===== src/rtl/sfpst_map.vh =====
// timing constants and state codes for the flash power-state sequencer
`ifndef SFPST_MAP_VH
`define SFPST_MAP_VH
// -----------------------------------------------------------------
// clock and times
// -----------------------------------------------------------------
`define SFPST_CLK_KHZ        10000
`define SFPST_T_VCSL_US      70
`define SFPST_T_PUW_MS       3
`define SFPST_T_EUDPD_US     3
`define SFPST_T_XUDPD_US     70
`define SFPST_T_RDPD_US      8
`define SFPST_T_PP_MS        3
`define SFPST_T_PE_MS        25
`define SFPST_T_BLKE_MS      75
`define SFPST_T_OTPP_US      950
`define SFPST_T_WRSR_MS      40
`define SFPST_T_WRSR_TYP_MS  20
// -----------------------------------------------------------------
// cycle counts (longest times round down)
// -----------------------------------------------------------------
`define SFPST_CYC_PUW   (`SFPST_T_PUW_MS * `SFPST_CLK_KHZ)
`define SFPST_CYC_VCSL  (`SFPST_T_VCSL_US * `SFPST_CLK_KHZ / 1000)
`define SFPST_CYC_EUDPD (`SFPST_T_EUDPD_US * `SFPST_CLK_KHZ / 1000)
`define SFPST_CYC_XUDPD (`SFPST_T_XUDPD_US * `SFPST_CLK_KHZ / 1000)
`define SFPST_CYC_RDPD  (`SFPST_T_RDPD_US * `SFPST_CLK_KHZ / 1000)
`define SFPST_CYC_PP    (`SFPST_T_PP_MS * `SFPST_CLK_KHZ)
`define SFPST_CYC_PE    (`SFPST_T_PE_MS * `SFPST_CLK_KHZ)
`define SFPST_CYC_BLKE  (`SFPST_T_BLKE_MS * `SFPST_CLK_KHZ)
`define SFPST_CYC_OTPP  (`SFPST_T_OTPP_US * `SFPST_CLK_KHZ / 1000)
`define SFPST_CYC_WRSR  (`SFPST_T_WRSR_MS * `SFPST_CLK_KHZ)
// -----------------------------------------------------------------
// operation codes on op_code
// -----------------------------------------------------------------
`define SFPST_OP_NONE   3'h0
`define SFPST_OP_READ   3'h1
`define SFPST_OP_PP     3'h2
`define SFPST_OP_PE     3'h3
`define SFPST_OP_BLKE   3'h4
`define SFPST_OP_OTPP   3'h5
`define SFPST_OP_WRSR   3'h6
`define SFPST_OP_UDPD   3'h7
// -----------------------------------------------------------------
// power states
// -----------------------------------------------------------------
`define SFPST_ST_POR    3'h0
`define SFPST_ST_STBY   3'h1
`define SFPST_ST_ACT    3'h2
`define SFPST_ST_BUSY   3'h3
`define SFPST_ST_ENTU   3'h4
`define SFPST_ST_UDPD   3'h5
`define SFPST_ST_WAKE   3'h6
`endif


===== src/rtl/sfpst_seq.v =====
// power, reset and busy-time sequencer of a serial flash
// Notes on behaviour
// - data output stays high impedance after power-up and after reset
// - an instruction starts only at a chip select falling edge
// - at each select fall, idle clock high picks mode 3, low mode 0
// - during power-on reset all operations and commands are ignored
// - program or erase refused until the 3 ms power-up delay ends
// - after the delay: standby with select high, active with select low
// - ultra deep power-down reached within 3 us of select rising
// - a select low pulse of at least 20 ns wakes ultra deep power-down; the code needs the low sampled by core_clk, sure from 100 ns
// - resume command returns to standby within 8 us of select rising
// - page program 3 ms, page erase 25 ms, 4K block erase 75 ms
// - security register program completes within 950 us
// - status write completes within 40 ms, device busy meanwhile
`timescale 1ns/1ps
`include "sfpst_map.vh"
module sfpst_seq #(
    parameter CNT_W      = 20,
    parameter CYC_PUW    = `SFPST_CYC_PUW,
    parameter CYC_VCSL   = `SFPST_CYC_VCSL,
    parameter CYC_EUDPD  = `SFPST_CYC_EUDPD,
    parameter CYC_XUDPD  = `SFPST_CYC_XUDPD,
    parameter CYC_RDPD   = `SFPST_CYC_RDPD,
    parameter CYC_PP     = `SFPST_CYC_PP,
    parameter CYC_PE     = `SFPST_CYC_PE,
    parameter CYC_BLKE   = `SFPST_CYC_BLKE,
    parameter CYC_OTPP   = `SFPST_CYC_OTPP,
    parameter CYC_WRSR   = `SFPST_CYC_WRSR
) (
    // clock and reset
    input  wire       core_clk,
    input  wire       rstn,
    // spi pins
    input  wire       chip_select_n,
    input  wire       sclk,
    output wire       so_out,
    output wire       so_oe,
    // decoded command from the spi front end
    input  wire [2:0] op_code,
    input  wire       op_valid,
    input  wire       resume_cmd,
    input  wire       so_data,
    input  wire       so_drive,
    // status
    output reg  [2:0] power_state,
    output reg        spi_mode3,
    output reg        cmd_accept,
    output reg        op_refused,
    output reg        busy,
    output reg        puw_done,
    output reg        read_ready
);
    // -------------------------------------------------------------
    // pin synchronisers
    // -------------------------------------------------------------
    wire cs_s;
    wire cs_rise;
    wire cs_fall;
    wire ck_s;
    sfpst_sync u_cs (
        .core_clk (core_clk),
        .rstn     (rstn),
        .async_in (chip_select_n),
        .sync_out (cs_s),
        .rise     (cs_rise),
        .fall     (cs_fall)
    );
    sfpst_sync u_ck (
        .core_clk (core_clk),
        .rstn     (rstn),
        .async_in (sclk),
        .sync_out (ck_s),
        .rise     (),
        .fall     ()
    );
    // -------------------------------------------------------------
    // busy-time lookup
    // -------------------------------------------------------------
    function [CNT_W-1:0] op_limit;
        input [2:0] op;
        begin
            case (op)
                `SFPST_OP_PP:   op_limit = CYC_PP[CNT_W-1:0];
                `SFPST_OP_PE:   op_limit = CYC_PE[CNT_W-1:0];
                `SFPST_OP_BLKE: op_limit = CYC_BLKE[CNT_W-1:0];
                `SFPST_OP_OTPP: op_limit = CYC_OTPP[CNT_W-1:0];
                `SFPST_OP_WRSR: op_limit = CYC_WRSR[CNT_W-1:0];
                default:        op_limit = {CNT_W{1'b0}};
            endcase
        end
    endfunction
    function is_write_op;
        input [2:0] op;
        begin
            is_write_op = (op >= `SFPST_OP_PP) && (op <= `SFPST_OP_WRSR);
        end
    endfunction
    // -------------------------------------------------------------
    // state and counters
    // -------------------------------------------------------------
    reg [CNT_W-1:0] por_cnt_r;
    reg [CNT_W-1:0] cnt_r;
    reg [CNT_W-1:0] lim_r;
    reg             armed_r;
    reg             udpd_pend_r;
    reg             rdpd_pend_r;
    reg             so_oe_r;
    // select sync latency and one spare cycle come off the entry count,
    // so power-down is reached within the limit measured at the pin
    localparam integer EU_LIM = (CYC_EUDPD > 6) ? CYC_EUDPD - 6 : 0;
    wire            cnt_end = (cnt_r >= lim_r);
    wire            in_frame = armed_r & ~cs_s;
    // output floats unless a live, framed read drives it
    assign so_oe  = so_oe_r;
    assign so_out = so_oe_r & so_data;
    // -------------------------------------------------------------
    // power-up delay counter
    // -------------------------------------------------------------
    always @(posedge core_clk) begin
        if (!rstn) begin
            por_cnt_r  <= {CNT_W{1'b0}};
            puw_done   <= 1'b0;
            read_ready <= 1'b0;
        end else begin
            // keeps counting until both limits are met, whichever is longer
            if (!puw_done || !read_ready)
                por_cnt_r <= por_cnt_r + {{(CNT_W-1){1'b0}}, 1'b1};
            if (por_cnt_r >= CYC_VCSL[CNT_W-1:0])
                read_ready <= 1'b1;
            if (por_cnt_r >= CYC_PUW[CNT_W-1:0])
                puw_done <= 1'b1;
        end
    end
    // -------------------------------------------------------------
    // main sequencer
    // -------------------------------------------------------------
    always @(posedge core_clk) begin
        if (!rstn) begin
            power_state <= `SFPST_ST_POR;
            spi_mode3   <= 1'b0;
            armed_r     <= 1'b0;
            cmd_accept  <= 1'b0;
            op_refused  <= 1'b0;
            busy        <= 1'b0;
            cnt_r       <= {CNT_W{1'b0}};
            lim_r       <= {CNT_W{1'b0}};
            udpd_pend_r <= 1'b0;
            rdpd_pend_r <= 1'b0;
            so_oe_r     <= 1'b0;
        end else begin
            cmd_accept <= 1'b0;
            op_refused <= 1'b0;
            so_oe_r    <= in_frame & so_drive &
                          (power_state == `SFPST_ST_ACT);
            if (cs_fall) begin
                spi_mode3 <= ck_s;
                armed_r   <= 1'b1;
            end
            if (cs_rise)
                armed_r <= 1'b0;
            case (power_state)
                `SFPST_ST_POR: begin
                    // commands ignored; frames open before the end
                    // of the delay are not armed
                    armed_r <= 1'b0;
                    if (puw_done)
                        power_state <= cs_s ? `SFPST_ST_STBY
                                            : `SFPST_ST_ACT;
                end
                `SFPST_ST_STBY: begin
                    if (cs_fall)
                        power_state <= `SFPST_ST_ACT;
                    if (rdpd_pend_r && cnt_end) begin
                        rdpd_pend_r <= 1'b0;
                    end else if (rdpd_pend_r)
                        cnt_r <= cnt_r + {{(CNT_W-1){1'b0}}, 1'b1};
                end
                `SFPST_ST_ACT: begin
                    if (op_valid && in_frame) begin
                        if (is_write_op(op_code) && !puw_done) begin
                            op_refused <= 1'b1;
                        end else begin
                            cmd_accept <= 1'b1;
                            if (is_write_op(op_code)) begin
                                lim_r <= op_limit(op_code);
                                busy  <= 1'b1;
                            end
                            if (op_code == `SFPST_OP_UDPD)
                                udpd_pend_r <= 1'b1;
                        end
                    end
                    if (resume_cmd && in_frame)
                        rdpd_pend_r <= 1'b1;
                    if (cs_rise) begin
                        cnt_r <= {CNT_W{1'b0}};
                        if (udpd_pend_r) begin
                            udpd_pend_r <= 1'b0;
                            lim_r <= EU_LIM[CNT_W-1:0];
                            power_state <= `SFPST_ST_ENTU;
                        end else if (busy)
                            power_state <= `SFPST_ST_BUSY;
                        else begin
                            if (rdpd_pend_r)
                                lim_r <= CYC_RDPD[CNT_W-1:0];
                            power_state <= `SFPST_ST_STBY;
                        end
                    end
                end
                `SFPST_ST_BUSY: begin
                    // commands during busy are not taken
                    cnt_r <= cnt_r + {{(CNT_W-1){1'b0}}, 1'b1};
                    if (cnt_end) begin
                        busy <= 1'b0;
                        power_state <= cs_s ? `SFPST_ST_STBY
                                            : `SFPST_ST_ACT;
                    end
                end
                `SFPST_ST_ENTU: begin
                    cnt_r <= cnt_r + {{(CNT_W-1){1'b0}}, 1'b1};
                    if (cnt_end)
                        power_state <= `SFPST_ST_UDPD;
                end
                `SFPST_ST_UDPD: begin
                    armed_r <= 1'b0;
                    // one sampled low wakes it; a low pulse shorter than the 100 ns core_clk period can be missed
                    if (cs_fall) begin
                        cnt_r <= {CNT_W{1'b0}};
                        lim_r <= CYC_XUDPD[CNT_W-1:0];
                        power_state <= `SFPST_ST_WAKE;
                    end
                end
                `SFPST_ST_WAKE: begin
                    armed_r <= 1'b0;
                    cnt_r <= cnt_r + {{(CNT_W-1){1'b0}}, 1'b1};
                    if (cnt_end && cs_s)
                        power_state <= `SFPST_ST_STBY;
                end
                default: power_state <= `SFPST_ST_POR;
            endcase
        end
    end
endmodule // sfpst_seq


===== src/rtl/sfpst_sync.v =====
// two-flop synchroniser with edge detect on the second stage
`timescale 1ns/1ps
module sfpst_sync (
    // clock and reset
    input  wire core_clk,
    input  wire rstn,
    // async level in
    input  wire async_in,
    // synchronised level and edges
    output reg  sync_out,
    output reg  rise,
    output reg  fall
);
    reg meta_r;
    reg last_r;
    // -------------------------------------------------------------
    // first flop feeds only the second
    // -------------------------------------------------------------
    always @(posedge core_clk) begin
        if (!rstn) begin
            meta_r   <= 1'b1;
            sync_out <= 1'b1;
            last_r   <= 1'b1;
            rise     <= 1'b0;
            fall     <= 1'b0;
        end else begin
            meta_r   <= async_in;
            sync_out <= meta_r;
            last_r   <= sync_out;
            rise     <= sync_out & ~last_r;
            fall     <= ~sync_out & last_r;
        end
    end
endmodule // sfpst_sync


===== config.mk =====
export PLATFORM = sky130hd
export DESIGN_NAME = sfpst_seq
export DESIGN_NICKNAME = d
export VERILOG_FILES = /design/src/rtl/sfpst_seq.v /design/src/rtl/sfpst_sync.v
export VERILOG_INCLUDE_DIRS = /design/src /design/src/rtl
export SDC_FILE = /design/constraint.sdc
export NUM_CORES = 1
export LEC_CHECK = 0
export BUFFER_PORTS_ARGS = -buffer_cell sky130_fd_sc_hd__buf_4
export CORE_UTILIZATION = 35
export CTS_CLUSTER_DIAMETER = 30
export DETAILED_ROUTE_END_ITERATION = 10
export PLACE_DENSITY = 0.62
export SETUP_SLACK_MARGIN = 0.4
export SLEW_MARGIN = 5
export SYNTH_ARGS = -nofsm -noshare
export SYNTH_HDL_FRONTEND = slang
export SYNTH_SLANG_ARGS = --single-unit

===== constraint.sdc =====
create_clock -name core_clk -period 4.56 [get_ports core_clk]
set_input_delay 0.456 -clock core_clk [delete_from_list [all_inputs] [get_ports core_clk]]
set_output_delay 0.456 -clock core_clk [all_outputs]
set_load 0.1 [all_outputs]

# ---- Yosys cells after proc, flatten, opt, wreduce, memory -nomap -nowiden
# Index checks and enable logic that the tools add are counted.
dict set report word_totals {
  in_bits 11
  elab_cells 126
  register_bits 80
  out_inout_bits 11
}
dict set report op_classes {
  n_eq_ne 26
  bitwise_logic 9
  n_addsub 2
  mux 41
  order_cmp 5
  reduce_logical 22
}
# op count
set ops {}
lappend ops {{20-bit two-way mux} 12}
lappend ops {{20-bit case mux with 5 select lines} 1}
lappend ops {{20-bit case mux with 4 select lines} 1}
lappend ops {{20-bit by 1-bit adder with 20-bit output, second input constant} 2}
lappend ops {{20-bit case mux with 2 select lines} 1}
lappend ops {{3-bit two-way mux} 8}
lappend ops {{3-bit equality test, second input constant} 7}
lappend ops {{3-bit case mux with 7 select lines} 1}
lappend ops {{20-bit by 10-bit greater-or-equal comparator with 1-bit output, second input constant} 1}
lappend ops {{20-bit by 15-bit greater-or-equal comparator with 1-bit output, second input constant} 1}
lappend ops {{20-bit greater-or-equal comparator} 1}
lappend ops {{2-bit != test, second input constant} 8}
lappend ops {{1-bit two-way mux} 13}
lappend ops {{3-bit by 2-bit equality test with 1-bit output, second input constant} 4}
lappend ops {{2-bit by 1-bit != test with 1-bit output, second input constant} 6}
lappend ops {{5-bit AND reduction} 2}
lappend ops {{7-bit AND reduction} 1}
lappend ops {{1-bit AND} 6}
lappend ops {{1-bit logical AND} 6}
lappend ops {{3-bit AND reduction} 2}
lappend ops {{2-bit nonzero test} 3}
lappend ops {{5-bit OR reduction} 1}
lappend ops {{2-bit two-way mux} 2}
lappend ops {{1-bit case mux with 2 select lines} 2}
lappend ops {{other kinds (10)} 13}

# ---- Logic depth before layout (Yosys ltp)
dict set report logic_depth {
  depth_word 10
  depth_mapped 10
  ltp_nobuf 9
}

# ---- Modules after synthesis
# A second synthesis with hierarchy kept.
dict set report unflattened {
  hier_cells 535
  hier_area_um2 4418.0
}
# mod seq_area_each_um2 n_inst area_each_um2 cells_each
set modules_own_cells {}
lappend modules_own_cells {sfpst_seq 1461.4 1 4145.2 515}
lappend modules_own_cells {sfpst_sync 100.1 2 136.4 10}

# ---- Least setup slack after synthesis
# OpenSTA, ideal clock, no wires.
dict set report synth_path {
  kind {register -> register}
  from {register power_state[1]}
  to {register cnt_r[0]}
  slack_ps 1921
  period_less_slack_ps 2639
  path_buffers 2
  path_stages_with_launch 7
  t_required_ps 4432
  arrival_ps 2511
  setup_time_ps 128
  cell_sequence {dfxtp_1 > buf_2 > nor3b_2 > nor2_1 > o21ai_1 > clkbuf_1 > nor2_1}
}
dict set report synth_via {
  elab_chain_len 4
  word_cells_on_any_way 14
  classes_between {eq/ne: 10; mux: 1; reduce/logical: 3}
}
# item line
set synth_lines {}
lappend synth_lines {{start: declaration} sfpst_seq.v:45} ;# output reg [2:0] power_state,
lappend synth_lines {{start signal: assignment} sfpst_seq.v:139} ;# power_state <= `SFPST_ST_POR;
lappend synth_lines {{start signal: assignment} sfpst_seq.v:167} ;# power_state <= cs_s ? `SFPST_ST_STBY
lappend synth_lines {{start signal: assignment} sfpst_seq.v:172} ;# power_state <= `SFPST_ST_ACT;
lappend synth_lines {{3-bit equality test or 3-bit by 2-bit equality test with 1-bit output (tied branches)} sfpst_seq.v:161} ;# case (power_state)
lappend synth_lines {{3-bit OR reduction (no source line)} --}
lappend synth_lines {{4-bit nonzero test (no source line)} --}
lappend synth_lines {{5-bit AND reduction (no source line)} --}
lappend synth_lines {{end signal: assignment} sfpst_seq.v:145} ;# cnt_r <= {CNT_W{1'b0}};
lappend synth_lines {{end signal: assignment} sfpst_seq.v:176} ;# cnt_r <= cnt_r + {{(CNT_W-1){1'b0}}, 1'b1};
lappend synth_lines {{end signal: assignment} sfpst_seq.v:195} ;# cnt_r <= {CNT_W{1'b0}};
lappend synth_lines {{end: declaration} sfpst_seq.v:102} ;# reg [CNT_W-1:0] cnt_r;
# Parallel ways exist; a longest one is shown, timed or not.
# A chain may end at the register's enable or synchronous reset.

# ---- Final worst setup path
dict set report layout_path {
  from {register lim_r[16]}
  to {register cnt_r[16]}
}
dict set report layout_via {
  elab_chain_len 4
}
# item line
set layout_lines {}
lappend layout_lines {{start: declaration} sfpst_seq.v:103} ;# reg [CNT_W-1:0] lim_r;
lappend layout_lines {{start signal: assignment} sfpst_seq.v:146} ;# lim_r <= {CNT_W{1'b0}};
lappend layout_lines {{start signal: assignment} sfpst_seq.v:185} ;# lim_r <= op_limit(op_code);
lappend layout_lines {{start signal: assignment} sfpst_seq.v:198} ;# lim_r <= EU_LIM[CNT_W-1:0];
lappend layout_lines {{20-bit greater-or-equal comparator} sfpst_seq.v:111} ;# wire cnt_end = (cnt_r >= lim_r);
lappend layout_lines {{1-bit logical AND} sfpst_seq.v:173} ;# if (rdpd_pend_r && cnt_end) begin
lappend layout_lines {{2-bit != test (no source line)} --}
lappend layout_lines {{5-bit AND reduction (no source line)} --}
# Every way passes these cells.

==> flow_summary_export.csv <==
group,metric,value,unit
cts,tritoncts_clock_tree,"yes",
critical_path,worst-path-max-fanout,15,
floorplan,dieArea,12700,um2
floorplan,num_io_pins,22,
logic_synthesis,yosys-mux-area-fraction,0.00234,
logic_synthesis,yosysTopAreaCellShare,0.374,
sta,rsz0062_at_grt,"false",
finish,diodes,0,
worst_hold_path,hold_path_startpoint,"sclk",
sta,achievable-frequency,364,MHz
critical_path,timing.critical_path.arrival,3.02,ns
routing,drt_pre_antenna_iters,9,
logic_synthesis,syn-num-nets,565,
logic_synthesis,ys_ff_latch,80,
floorplan,dieWidth,113,um
sta,setup_viol_count_final,0,
logic_synthesis,cell_types_with_the_largest_area_share_after_synthesis,"sky130_fd_sc_hd__dfxtp_1 37%, sky130_fd_sc_hd__ha_1 6.7%, sky130_fd_sc_hd__nor2_1 6.1%, sky130_fd_sc_hd__nand2_1 4.9%, sky130_fd_sc_hd__a21oi_1 4.2%",
placed_design,placed_cells_incl_taps,676,
cts,cts.repair.resized,0,
sta,timing.final.crit_period,2.75,ns
placed_design,place_ws,1.85,ns
cts,clk_transition_reported_paths,0.06,ns
critical_path,worst-setup-path-type,"reg2reg",
pwr,relative_contribution_of_combinational_cells_to_total_power,0.148,
global_routing,grt_antenna_before_repair,0,
sta,fin_tns_setup,0,ns
finish,final_design_area_no_fill,4820,um2
sta,finalMaxSlewViolations,0,
global_routing,grt_max_degree,30,
placed_design,gpl.final_weighted_congestion,0.836,
worst_hold_path,min_path_type,"in2reg",
finish,syn_to_final_growth,12.5,%
routing,via_count,3683,
finish,multi_input_gate_area,2460,um2
global_routing,grt_overflow_total,0,
sta,finalHoldViolations,0,
logic_synthesis,postSynth.topFlopCell,"sky130_fd_sc_hd__dfxtp_1",
sta,timing.clock.skew,0.00626,ns
floorplan,floorplan.core_area,12000,um2
finish,fin_util,0.403,
finish,n_fill_cell,1185,
pwr,p_int,1.18,mW
sta,fin_ws,1.81,ns
sta,layout_worst_path_cycle_share,0.602,
critical_path,crit_path_start_kind,"flop",
sta,max_slew.worst_pin.slew,0.916,ns
cts,worst_skew_pair.late_latency,0.34,ns
critical_path,sort_of_element_at_the_end_of_the_critical_path,"flop",
routing,final_antenna_net_count,0,
logic_synthesis,combinational_family_with_the_most_area_after_synthesis,"simple AND/OR/NAND/NOR gates",
logic_synthesis,netlist_area,4280,um2
finish,nNetsFinal,574,
routing,totalWireLength,9640,um
pwr,power.density,352,nW/um2
cts,ctsHtreeMaxLevel,3,
logic_synthesis,postSynthCellCount,531,
status,status,"finished clean",
finish,mostFrequentLayoutCells,"80 x sky130_fd_sc_hd__dfxtp_1, 70 x sky130_fd_sc_hd__nor2_1, 56 x sky130_fd_sc_hd__nand2_1",
pwr,power.switching_fraction,0.305,
finish,sequential_cell_area,1600,um2
logic_synthesis,yosys.area_share.simple,0.279,
sta,worst_hold_slack,0.296,ns
global_routing,first_global_vias,3431,
pwr,power.switching,517,uW
routing,drt_iter0_drc,261,
cts,clk_root_buffer_cell,"sky130_fd_sc_hd__clkbuf_16",
pwr,totalPowerFinal,1.70,mW
cts,post_cts_hold_buffer_count,0,
finish,drive_gt1_frac,0.0991,
routing,post_drt_wl_per_cell,13.9,um
routing,route.detailed.drc,0,
logic_synthesis,synthAdderAreaFrac,0.0672,
floorplan,die_h,113,um
cts,cts.sinks,80,
logic_synthesis,netlist.top_cell.by_area,"sky130_fd_sc_hd__dfxtp_1",
global_routing,first_pass_grt_wire_length,16500,um
cts,cts_made_buffers,9,
logic_synthesis,share_of_flip_flops_with_an_asynchronous_set_or_reset,0,
critical_path,crit_path_start,"lim_r[16]",
run,max_cap_check_violation_count,0,
cts,max_clock_buf_depth,2,
floorplan,start_util,0.358,
finish,most_common_cell_after_layout_fill_and_taps_aside,"sky130_fd_sc_hd__dfxtp_1",
global_routing,total_routing_usage_gr,0.162,
placed_design,place_area,4530,um2
critical_path,critical_path.reg2reg.startpoint,"lim_r[16]",
cts,cts_post_setup_buffers_inserted,0,
sta,relSlewSlack,0.385,
pwr,power_leakage,1.75,nW
logic_synthesis,number_of_enable_type_register_cells_in_the_synthesized_netlist,0,
floorplan,fp-row-count,40,
logic_synthesis,synth-compound-area-share,0.162,
logic_synthesis,synth_cell_types,62,
routing,via_per_inst,5.32,
pwr,seq_power_share,0.439,
logic_synthesis,ys_seq_area_frac,0.374,
finish,fin_cells,692,
placed_design,buffers_added_on_ports,21,
critical_path,wp_data_required,4.83,ns
placed_design,hpwlAfterDp,6970,um
pwr,worst_ir_drop_vdd,362,uV
logic_synthesis,yosys.area_share.xor_xnor,0.0655,
logic_synthesis,syn_avg_cell_area,8.06,um2
pwr,clock_power_share,0.413,
logic_synthesis,synth_warnings,0,
[synth_stat cells (2+ instances only)]
master and n:
sky130_fd_sc_hd__xor2_1 16, sky130_fd_sc_hd__a31o_1 2, sky130_fd_sc_hd__a21o_1 3, sky130_fd_sc_hd__or3_1 7
sky130_fd_sc_hd__clkbuf_1 17, sky130_fd_sc_hd__a21oi_2 3, sky130_fd_sc_hd__buf_2 5, sky130_fd_sc_hd__a31oi_1 3
sky130_fd_sc_hd__nor3_1 10, sky130_fd_sc_hd__a21oi_1 36, sky130_fd_sc_hd__nor2_1 70, sky130_fd_sc_hd__xnor2_1 16
sky130_fd_sc_hd__o21ai_0 21, sky130_fd_sc_hd__nor2b_1 6, sky130_fd_sc_hd__and4_1 4, sky130_fd_sc_hd__nand4_2 2
sky130_fd_sc_hd__or2_1 2, sky130_fd_sc_hd__nand3_1 18, sky130_fd_sc_hd__nor3b_1 5, sky130_fd_sc_hd__nand2_1 56
sky130_fd_sc_hd__o211ai_1 3, sky130_fd_sc_hd__o31ai_1 2, sky130_fd_sc_hd__nand4_1 9, sky130_fd_sc_hd__and2_1 3
sky130_fd_sc_hd__dfxtp_1 80, sky130_fd_sc_hd__or4_1 2, sky130_fd_sc_hd__nor4b_1 2, sky130_fd_sc_hd__nand3b_1 2
sky130_fd_sc_hd__and3b_1 2, sky130_fd_sc_hd__nor4_1 10, sky130_fd_sc_hd__o21ai_1 8, sky130_fd_sc_hd__inv_1 29
sky130_fd_sc_hd__nand2b_1 16, sky130_fd_sc_hd__and3_1 4, sky130_fd_sc_hd__buf_1 2, sky130_fd_sc_hd__o22ai_1 4
sky130_fd_sc_hd__a211oi_1 3, sky130_fd_sc_hd__o211a_1 2, sky130_fd_sc_hd__ha_1 23
[final timing paths]
path	endpoint	slack, ns	cells after the start
max	cnt_r[16]	1.81	9
max reg2reg	cnt_r[16]	1.81	9
min	u_ck.meta_r	0.30	2
min reg2reg	u_cs.sync_out	0.41	1
[layout make-up]
class                           count  share of cell area
Multi-Input combinational cell    397               0.511
Clock inverter                      7              0.0127
Clock buffer                        9              0.0468
Timing Repair Buffer               23              0.0358
Inverter                           29              0.0226
Tap cell                          147              0.0382
Sequential cell                    80               0.332
[registers in the layout, indices dropped and copies added (netlist names), 3 cells and up]
signal	flops
por_cnt_r	20
lim_r	20
power_state	3
cnt_r	20
[cell families (layout without fill, tap and decap cells)]
kind of cell             count (synthesis)  in the layout
flip-flops                              80             80
AO/OA/AOI/OAI                          106            106
multiplexers                             1              1
XOR/XNOR                                32             32
AND/OR/NAND/NOR                        235            235
adder cells (fa/ha/maj)                 23             23
buffers and inverters                   54             68
[layer usage]
layer	wire, um	track usage	vias up
li1	-	-	1868
met1	4530	0.210	1733
met2	4580	0.263	69
met3	367	0.0275	13
met4	165	0.0764	0
met5	0	0	-
[power groups by stage]
stage               logic [mW]  registers (mW)  clock network (mW)
finish                   0.250           0.745               0.701
global route             0.277           0.750               0.748
floorplan                0.182           0.776                   0
global placement         0.248           0.760                   0
detailed placement       0.250           0.761                   0
CTS                      0.252           0.745               0.715
[critical path, cell delays in order (launching register included)]
cell                        delay (ns)
sky130_fd_sc_hd__dfxtp_1          0.39
sky130_fd_sc_hd__inv_1            0.10
sky130_fd_sc_hd__ha_1             0.30
sky130_fd_sc_hd__nand4_2          0.16
sky130_fd_sc_hd__nor4_4           0.38
sky130_fd_sc_hd__o2111ai_2        0.23
sky130_fd_sc_hd__a41oi_4          0.49
sky130_fd_sc_hd__or2_1            0.36
sky130_fd_sc_hd__o21ai_0          0.14
sky130_fd_sc_hd__a21oi_1          0.14
Note: power is estimated with default switching activity, not from simulation.
